## src/verilog/gain_ctrl_pkg.sv

```systemverilog
// Constants for the two-register write-only control slave
package gain_ctrl_pkg;
    localparam logic [6:0] DEV_ADDR       = 7'h6f;
    localparam int         SEL_BIT        = 7;
    localparam int         ENABLE_BIT     = 0;
    localparam int         MUTE_BIT       = 1;
    localparam int         TEST_BIT       = 4;
    localparam int         GAIN_W         = 6;
    localparam logic [7:0] MODE_RST       = 8'h00;
    localparam logic [7:0] GAIN_RST       = 8'h80;
    localparam logic [5:0] GAIN_MUTE_CODE = 6'h00;
    localparam logic [3:0] ACK_SLOT       = 4'h8;
    localparam logic [3:0] ACK_DONE       = 4'h9;
    typedef enum logic [3:0] {
        ST_IDLE = 4'b0001,
        ST_ADDR = 4'b0010,
        ST_DATA = 4'b0100,
        ST_ACK  = 4'b1000
    } slave_state_t;
endpackage

```

## src/verilog/gain_mode_slave.sv

```systemverilog
// Write-only serial control slave holding mode and gain registers
`timescale 1ns/10ps

module gain_mode_slave (
    input  wire logic                         mclk,
    input  wire logic                         rst_b,
    input  wire logic                         clk_en,
    input  wire logic                         scl,
    input  wire logic                         sda_in,
    output logic                              sda_out,
    output logic                              sda_oe,
    output logic                              amp_enable,
    output logic                              mute,
    output logic                              factory_test_select,
    output logic [gain_ctrl_pkg::GAIN_W-1:0]  gain_code,
    output logic [gain_ctrl_pkg::GAIN_W-1:0]  gain_out
);
    import gain_ctrl_pkg::*;

    // Bus edge detection, inputs already synchronous
    // Reset to idle high so no false STOP follows reset
    logic         scl_reg, scl_next;
    logic         sda_reg, sda_next;
    logic         scl_rise, scl_fall, start_det, stop_det;

    always_comb begin
        scl_next = scl;
        sda_next = sda_in;
    end

    always_ff @(posedge mclk) begin
        if (!rst_b) begin
            scl_reg <= 1'b1;
            sda_reg <= 1'b1;
        end else if (clk_en) begin
            scl_reg <= scl_next;
            sda_reg <= sda_next;
        end
    end

    assign scl_rise  = scl & ~scl_reg;
    assign scl_fall  = ~scl & scl_reg;
    assign start_det = scl & scl_reg & sda_reg & ~sda_in;
    assign stop_det  = scl & scl_reg & ~sda_reg & sda_in;

    // Protocol engine
    // Count cleared only at START or ack end; stray bytes never line up
    slave_state_t state_reg, state_next;
    logic [3:0]   bit_cnt_reg, bit_cnt_next;
    logic [7:0]   shift_reg, shift_next;
    logic         addr_phase_reg, addr_phase_next;
    logic         oe_reg, oe_next;
    logic [7:0]   mode_reg, mode_next;
    logic [7:0]   gain_reg, gain_next;

    function automatic logic addr_hit(input logic [7:0] b);
        addr_hit = (b[7:1] == DEV_ADDR) && !b[0];
    endfunction

    always_comb begin
        state_next      = state_reg;
        bit_cnt_next    = bit_cnt_reg;
        shift_next      = shift_reg;
        addr_phase_next = addr_phase_reg;
        oe_next         = oe_reg;
        mode_next       = mode_reg;
        gain_next       = gain_reg;
        if (start_det) begin
            state_next      = ST_ADDR;
            bit_cnt_next    = 4'h0;
            addr_phase_next = 1'b1;
            oe_next         = 1'b0;
        end else if (stop_det) begin
            state_next = ST_IDLE;
            oe_next    = 1'b0;
        end else begin
            case (state_reg)
                ST_IDLE: begin
                    oe_next = 1'b0;
                end
                ST_ADDR, ST_DATA: begin
                    if (scl_rise) begin
                        shift_next   = {shift_reg[6:0], sda_in};
                        bit_cnt_next = bit_cnt_reg + 4'h1;
                    end
                    if (scl_fall && bit_cnt_reg == ACK_SLOT) begin
                        if (state_reg == ST_ADDR) begin
                            if (addr_hit(shift_reg)) begin
                                oe_next    = 1'b1;
                                state_next = ST_ACK;
                            end else begin
                                state_next = ST_IDLE;
                            end
                        end else begin
                            oe_next    = 1'b1;
                            state_next = ST_ACK;
                            // Reserved bits are stored but drive nothing
                            if (shift_reg[SEL_BIT])
                                gain_next = shift_reg;
                            else
                                mode_next = shift_reg;
                        end
                    end
                end
                ST_ACK: begin
                    // Hold ack through the ninth clock low-high-low
                    if (scl_rise)
                        bit_cnt_next = ACK_DONE;
                    if (scl_fall && bit_cnt_reg == ACK_DONE) begin
                        oe_next         = 1'b0;
                        bit_cnt_next    = 4'h0;
                        addr_phase_next = 1'b0;
                        state_next      = ST_DATA;
                    end
                end
                default: begin
                    state_next = ST_IDLE;
                    oe_next    = 1'b0;
                end
            endcase
        end
    end

    always_ff @(posedge mclk) begin
        if (!rst_b) begin
            state_reg      <= ST_IDLE;
            bit_cnt_reg    <= 4'h0;
            shift_reg      <= 8'h00;
            addr_phase_reg <= 1'b0;
            oe_reg         <= 1'b0;
            mode_reg       <= MODE_RST;
            gain_reg       <= GAIN_RST;
        end else if (clk_en) begin
            state_reg      <= state_next;
            bit_cnt_reg    <= bit_cnt_next;
            shift_reg      <= shift_next;
            addr_phase_reg <= addr_phase_next;
            oe_reg         <= oe_next;
            mode_reg       <= mode_next;
            gain_reg       <= gain_next;
        end
    end

    // Registered outputs, loaded from the next values so they match the registers; gain_out lags them by one cycle
    logic [5:0] gout_next;
    always_comb begin
        gout_next = mode_reg[MUTE_BIT] ? GAIN_MUTE_CODE
                                       : gain_reg[GAIN_W-1:0];
    end

    always_ff @(posedge mclk) begin
        if (!rst_b) begin
            sda_out             <= 1'b0;
            sda_oe              <= 1'b0;
            amp_enable          <= 1'b0;
            mute                <= 1'b0;
            factory_test_select <= 1'b0;
            gain_code           <= 6'h00;
            gain_out            <= 6'h00;
        end else if (clk_en) begin
            sda_out             <= 1'b0;
            sda_oe              <= oe_next;
            amp_enable          <= mode_next[ENABLE_BIT];
            mute                <= mode_next[MUTE_BIT];
            factory_test_select <= mode_next[TEST_BIT];
            gain_code           <= gain_next[GAIN_W-1:0];
            gain_out            <= gout_next;
        end
    end

    // Bus-side checks
    property p_no_read_ack;
        @(posedge mclk) disable iff (!rst_b)
        (clk_en && state_reg == ST_ADDR && scl_fall && bit_cnt_reg == ACK_SLOT
         && shift_reg[0]) |=> !sda_oe;
    endproperty
    a_no_read_ack: assert property (p_no_read_ack)
        else $error("read address acknowledged");
    property p_addr_ack;
        @(posedge mclk) disable iff (!rst_b)
        (clk_en && !start_det && !stop_det && state_reg == ST_ADDR && scl_fall
         && bit_cnt_reg == ACK_SLOT && addr_hit(shift_reg)) |=> sda_oe;
    endproperty
    a_addr_ack: assert property (p_addr_ack)
        else $error("matching address not acknowledged");
    property p_mute_gain;
        @(posedge mclk) disable iff (!rst_b)
        (clk_en && mode_reg[MUTE_BIT]) |=> (gain_out == GAIN_MUTE_CODE);
    endproperty
    a_mute_gain: assert property (p_mute_gain)
        else $error("mute did not force gain");
    property p_gain_pass;
        @(posedge mclk) disable iff (!rst_b)
        (clk_en && !mode_reg[MUTE_BIT]) |=> (gain_out == $past(gain_reg[5:0]));
    endproperty
    a_gain_pass: assert property (p_gain_pass)
        else $error("gain code altered");
    property p_reset_clear;
        @(posedge mclk) !rst_b |=> (!amp_enable && gain_code == 6'h00);
    endproperty
    a_reset_clear: assert property (p_reset_clear)
        else $error("reset did not clear");
    property p_idle_quiet;
        @(posedge mclk) disable iff (!rst_b)
        (state_reg == ST_IDLE) |=> !sda_oe;
    endproperty
    a_idle_quiet: assert property (p_idle_quiet)
        else $error("drove line while idle");
    property p_mode_write;
        @(posedge mclk) disable iff (!rst_b)
        (clk_en && !start_det && !stop_det && state_reg == ST_DATA && scl_fall
         && bit_cnt_reg == ACK_SLOT && !shift_reg[7])
        |=> (amp_enable == $past(shift_reg[0]) && sda_oe);
    endproperty
    a_mode_write: assert property (p_mode_write)
        else $error("mode write failed");
    property p_gain_write;
        @(posedge mclk) disable iff (!rst_b)
        (clk_en && !start_det && !stop_det && state_reg == ST_DATA && scl_fall
         && bit_cnt_reg == ACK_SLOT && shift_reg[7])
        |=> (gain_code == $past(shift_reg[5:0]) && sda_oe);
    endproperty
    a_gain_write: assert property (p_gain_write)
        else $error("gain write failed");
    property p_data_ack;
        @(posedge mclk) disable iff (!rst_b)
        (clk_en && !start_det && !stop_det && state_reg == ST_DATA && scl_fall
         && bit_cnt_reg == ACK_SLOT) |=> sda_oe;
    endproperty
    a_data_ack: assert property (p_data_ack)
        else $error("data byte not acknowledged");
    property p_ack_release;
        @(posedge mclk) disable iff (!rst_b)
        (clk_en && !start_det && !stop_det && state_reg == ST_ACK && scl_fall
         && bit_cnt_reg == ACK_DONE)
        |=> (!sda_oe && state_reg == ST_DATA);
    endproperty
    a_ack_release: assert property (p_ack_release)
        else $error("ack not released for next byte");
    property p_stop_idle;
        @(posedge mclk) disable iff (!rst_b)
        (clk_en && stop_det) |=> (state_reg == ST_IDLE && !sda_oe);
    endproperty
    a_stop_idle: assert property (p_stop_idle)
        else $error("stop did not return to idle");

    // Register-side checks
    property p_enable_track;
        @(posedge mclk) disable iff (!rst_b)
        clk_en |=> (amp_enable == mode_reg[ENABLE_BIT]);
    endproperty
    a_enable_track: assert property (p_enable_track)
        else $error("enable output differs from mode bit");
    property p_mute_track;
        @(posedge mclk) disable iff (!rst_b)
        clk_en |=> (mute == mode_reg[MUTE_BIT]);
    endproperty
    a_mute_track: assert property (p_mute_track)
        else $error("mute output differs from mode bit");
    property p_test_reset;
        @(posedge mclk) !rst_b |=> !factory_test_select;
    endproperty
    a_test_reset: assert property (p_test_reset)
        else $error("test select not cleared by reset");
    property p_code_track;
        @(posedge mclk) disable iff (!rst_b)
        clk_en |=> (gain_code == gain_reg[GAIN_W-1:0]);
    endproperty
    a_code_track: assert property (p_code_track)
        else $error("gain code output differs from register");
    property p_reserved_quiet;
        @(posedge mclk) disable iff (!rst_b)
        (clk_en && mode_next[1:0] == mode_reg[1:0]
         && mode_next[TEST_BIT] == mode_reg[TEST_BIT])
        |=> ($stable(amp_enable) && $stable(mute)
             && $stable(factory_test_select));
    endproperty
    a_reserved_quiet: assert property (p_reserved_quiet)
        else $error("reserved bit changed behaviour");
    property p_reset_quiet;
        @(posedge mclk) !rst_b |=> (state_reg == ST_IDLE && !sda_oe && !mute);
    endproperty
    a_reset_quiet: assert property (p_reset_quiet)
        else $error("bus not ignored during reset");

    // Main scenarios
    c_ack: cover property (@(posedge mclk) state_reg == ST_ACK);
    c_data: cover property (@(posedge mclk) state_reg == ST_DATA && scl_fall);
    c_stop: cover property (@(posedge mclk) stop_det && state_reg == ST_DATA);
    c_refused: cover property (@(posedge mclk) state_reg == ST_ADDR
        && scl_fall && bit_cnt_reg == ACK_SLOT && !addr_hit(shift_reg));
    c_mute_hold: cover property (@(posedge mclk) mute && gain_code != 6'h00);
endmodule // gain_mode_slave

```

## config.mk

```make
export PLATFORM = sky130hd
export DESIGN_NAME = gain_mode_slave
export DESIGN_NICKNAME = d
export VERILOG_FILES = /design/src/verilog/gain_ctrl_pkg.sv /design/src/verilog/gain_mode_slave.sv
export SDC_FILE = /design/constraint.sdc
export NUM_CORES = 1
export LEC_CHECK = 0
export BUFFER_PORTS_ARGS = -buffer_cell sky130_fd_sc_hd__buf_2
export CELL_PAD_IN_SITES_DETAIL_PLACEMENT = 0
export CELL_PAD_IN_SITES_GLOBAL_PLACEMENT = 1
export CORE_MARGIN = 2
export CORE_UTILIZATION = 45
export CTS_CLUSTER_SIZE = 30
export DETAILED_ROUTE_END_ITERATION = 7
export PLACE_DENSITY = 0.79
export SKIP_CTS_REPAIR_TIMING = 1
export SLEW_MARGIN = 10
export SYNTH_ARGS = -nofsm -noshare
export SYNTH_HDL_FRONTEND = slang
export SYNTH_SLANG_ARGS = --single-unit
```

## constraint.sdc

```tcl
create_clock -name mclk -period 4.55 [get_ports mclk]
set_input_delay 0.2275 -clock mclk [delete_from_list [all_inputs] [get_ports mclk]]
set_output_delay 0.2275 -clock mclk [all_outputs]
set_load 0.1 [all_outputs]
```

== Word level (Yosys, flattened, before mapping) ==
Cells that the tools add are included.

* Bits in registers: 39
* Input port bits: 5
* Output and inout port bits: 17

* Add/subtract/negate cells: 1
* Eq/ne operators: 14
* Multiplexer cells: 27
* Bitwise operators: 15
* Reductions and logical operators: 12

{| class="wikitable"
|+ Operators with widths
! cell !! number
|-
| two-way mux 4 bit || 11
|-
| two-way mux 5 bit || 6
|-
| AND reduction 7 bit || 2
|-
| == test 4 bit (second input constant) || 3
|-
| inequality test 4 bit (second input constant) || 3
|-
| one-hot mux 4 bit (3 select lines) || 1
|-
| AND reduction 5 bit || 2
|-
| NOT 1 bit || 8
|-
| one-hot mux 4 bit (2 select lines) || 1
|-
| AND reduction 4 bit || 2
|-
| AND 1 bit || 7
|-
| == test 7 bit (second input constant) || 1
|-
| two-way mux 1 bit || 6
|-
| two-way mux 6 bit || 1
|-
| inequality test 3 bit (second input constant) || 2
|-
| inequality test 5 bit (second input constant) || 1
|-
| adder 4 x 1 -> 4 bit (second input constant) || 1
|-
| == test 4 x 1 -> 1 bit (second input constant) || 1
|-
| == test 4 x 2 -> 1 bit (second input constant) || 1
|-
| == test 4 x 3 -> 1 bit (second input constant) || 1
|-
| logical AND 1 bit || 3
|-
| nonzero test 3 bit || 1
|-
| inequality test 2 bit (second input constant) || 1
|-
| one-hot mux 1 bit (2 select lines) || 1
|-
| other kinds (2) || 2
|}

== Longest topological paths before layout ==
* Depth after elaboration: 8
* Depth in mapped cells: 6

== Worst setup path before layout ==
No wires, ideal clock.

* Kind: register to register
* Start: register state_reg[1]
* End: register bit_cnt_reg[1]
* Library setup time: 0.131 ns
* Arrival time: 1.578 ns
* Setup slack: 2.841 ns
* Cell stages (with the launch flop): 6
* Path buffers: 0
* Path through: dfxtp_1 or4b_4 a21o_1 a41oi_2 nand2b_1 o32ai_2

* Word-level cells in the longest chain between the ends: 5
* Elaborated cells between the ends (all ways): 11
* Those cells by class: 5 x eq/ne; 3 x mux; 3 x reduce/logical

{| class="wikitable"
|+ RTL lines
! item !! line !! text
|-
| from (decl) || gain_mode_slave.sv:48 || <nowiki>slave_state_t state_reg, state_next;</nowiki>
|-
| from (signal assigned) || gain_mode_slave.sv:134 || <nowiki>state_reg <= state_next;</nowiki>
|-
| == test 4 x 2 -> 1 bit / == test 4 x 3 -> 1 bit (equally long branches) || gain_mode_slave.sv:77 || <nowiki>case (state_reg)</nowiki>
|-
| OR reduction 2 bit || gain_mode_slave.sv:77 ||
|-
| one-hot mux 4 bit (2 select lines) || gain_mode_slave.sv:77 ||
|-
| two-way mux 4 bit || gain_mode_slave.sv:73 || <nowiki>end else if (stop_det) begin</nowiki>
|-
| two-way mux 4 bit || gain_mode_slave.sv:68 || <nowiki>if (start_det) begin</nowiki>
|-
| to (signal assigned) || gain_mode_slave.sv:135 || <nowiki>bit_cnt_reg <= bit_cnt_next;</nowiki>
|-
| to (decl) || gain_mode_slave.sv:49 || <nowiki>logic [3:0] bit_cnt_reg, bit_cnt_next;</nowiki>
|}

Several ways; a longest one is shown, not always the timed one. The select of a mux whose other input is x is not followed.
A chain may end at the register's enable or synchronous reset.

== Final worst setup path ==
Ends and elaborated chain as after synthesis.

==> out/qor.csv <==
metric,value,unit
htreeDepth,2,
place.gp.congestion,0.892,
dieArea,0.00411,mm2
place_ws,2670,ps
numCtsBuffers,5,
syn-mean-instance-area,8.75,um2
ys_types,44,
port_buffers,20,
slew_viol_final,0,
post-route-drc-count,0,
ir_drop,0.000153,V
cp_slowest_cell,or4b_4,
status,finished clean,
totalWireLength,3700,um
clockPowerShare,34.6,%
relSlewSlack,38.8,%
power_frac_comb,7.9,%
power_density,290,mW/mm2
rsz0062_at_grt,no,
min_path_type,in2reg,
grt_pass1_vias,1241,
syn_nets,194,
maxCapViolCount,0,
max_freq,525,MHz
end_kind,flop,
synth-seq-cells,34,
dr.first_iter.drc_count,140,
skew,11.2,ps
via_count,1381,
nets,214,
required,4760,ps
cp.arrival,2110,ps
worst_pin_slew,917,ps
grt_pass1_wl,6180,um
crit_chain,or4b_4 -> a21o_1 -> a41oi_2 -> nand2b_1 -> o32ai_2,
fin_ws,2640,ps
finalCriticalPeriod,1910,ps
cts_tree,yes,
die_h,64.1,um
via_per_inst,5.46,
leakagePower,0.700,nW
synthCells,186,
synth_edf_count,0,
area_delta_synth_final,11.7,%
hpwlAfterDp,2680,um
synthesis.area,0.00163,mm2
start_util,47.7,%
cts_buffer_depth,2,
grt_antenna_before_repair,0,
reg2reg_setup_slack,2640,ps
antennaDiodeCount,0,
layout-drive-gt1-share,18.4,%
route.antenna.remaining_nets,0,
ys.warnings.count,0,
root_buffer,clkbuf_4,
setup_viol,0,
gr-total-overflow,0,
final-hold-violation-count,0,
synth_flop_cell,dfxtp_1,
cts_sinks,34,
p_sw,0.000141,W
critPathLaunchType,flop,
core,0.00342,mm2
insertion_delay,350,ps
largest_reg_flops,8,
path_class,reg2reg,
swShare,26.7,%
die_w,64.1,um
pwr-share-seq,57.5,%
clkTransAtPathRegs,110,ps
synthArstFlopShare,0,%
crit_fanout,7,
setup_tns,0,ps
grtUsageTotal,19.4,%
dr.pass1.iters,4,
fin_crit_sh,41.9,%
rows,21,
synth_seq_area_share,41.8,%
ioPinCount,22,
intPower,0.000387,W
grt_max_degree,31,
cpPeakStageDelay,590,ps
wl_per_cell,14.6,um
[power groups by stage]
stage | Clock [W] | Combinational (W) | Sequential, W
detailed placement | 0 | 0.0000417 | 0.000310
global placement | 0 | 0.0000412 | 0.000310
CTS | 0.000187 | 0.0000418 | 0.000303
global route | 0.000196 | 0.0000457 | 0.000304
finish | 0.000183 | 0.0000419 | 0.000303
floorplan | 0 | 0.0000338 | 0.000309
[synth_stat cells (all sizes together) (3+ instances only)]
| cell type | n | share of area (%) |
|---|---|---|
| dfxtp | 34 | 42 |
| nor2 | 27 | 6.5 |
| nand2 | 23 | 5.3 |
| a21oi | 15 | 4.6 |
| mux2i | 12 | 7.4 |
| nand3 | 11 | 3.4 |
| a22oi | 6 | 2.8 |
| clkbuf | 5 | 1.2 |
| inv | 5 | 1.2 |
| nand2b | 4 | 1.5 |
| nor3 | 4 | 1.9 |
| ha | 3 | 2.3 |
| nand4 | 3 | 1.2 |
[placed cells by master, fill, tap and decap left out, drive strengths merged, types with 3 or more instances in the layout]
cell	instances
dfxtp	34
nor2	27
nand2	23
buf	20
a21oi	15
mux2i	12
nand3	11
a22oi	6
clkbuf	6
inv	5
nand2b	4
nor3	4
nand4	3
ha	3
[final timing paths]
path	from	endpoint	depth (start not counted)
worst max-delay path	state_reg[1]$_SDFFE_PN0P_	bit_cnt_reg[1]$_SDFFE_PN0P_	5
worst min-delay path	rst_b	sda_reg$_SDFFE_PN1P_	2
worst max register to register	state_reg[1]$_SDFFE_PN0P_	bit_cnt_reg[1]$_SDFFE_PN0P_	5
worst min register to register	shift_reg[6]$_SDFFE_PN0P_	shift_reg[6]$_SDFFE_PN0P_	2
[layer usage]
layer  vias to the layer above  track usage, %  part of all wire [%]
met3                         7            5.81                   4.7
met5                         -               0                     0
met1                       646            26.6                    50
li1                        702               -                     -
met4                         0            5.59                   1.4
met2                        26            29.4                    44
[critical path, delay by kind of cell (launching register included)]
kind,cells,cell delay [ps]
flops,1,400
compound gates,3,590
simple gates,2,790
[logic make-up after synthesis]
kind of cell	after synthesis	synth area share, %
flip-flops	34	41.8
AND/OR/NAND/NOR	84	26.4
other	1	0.230
multiplexers	12	7.38
buffers and inverters	12	3.07
XOR/XNOR	2	1.08
AO/OA/AOI/OAI	38	17.8
adder cells (fa/ha/maj)	3	2.31
[per-stage QoR]
stage / instances / area [um2] / total power (W) / hold WS (ps) / util (%)
after floorplan: 186 / 1630 / 0.000343 / 356 / -
after global placement: 245 / 1750 / 0.000351 / 470 / 51.4
after detailed placement: 245 / 1750 / 0.000352 / 470 / 51.4
after CTS: 253 / 1820 / 0.000532 / 126 / 53.2
after global routing: 253 / 1820 / 0.000546 / 139 / 53.2
final: 253 / 1820 / 0.000528 / 133 / 53.2
[layout make-up]
class                      instances  area [um2]
fill                             337        1600
timing repair buffer              20         100
multi-input combinational        140         897
inverter                           5        18.8
clock inverter                     2        12.5
tap                               46        57.6
sequential                        34         681
clock buffer                       6        51.3
Power figures use the tool's default switching activity.
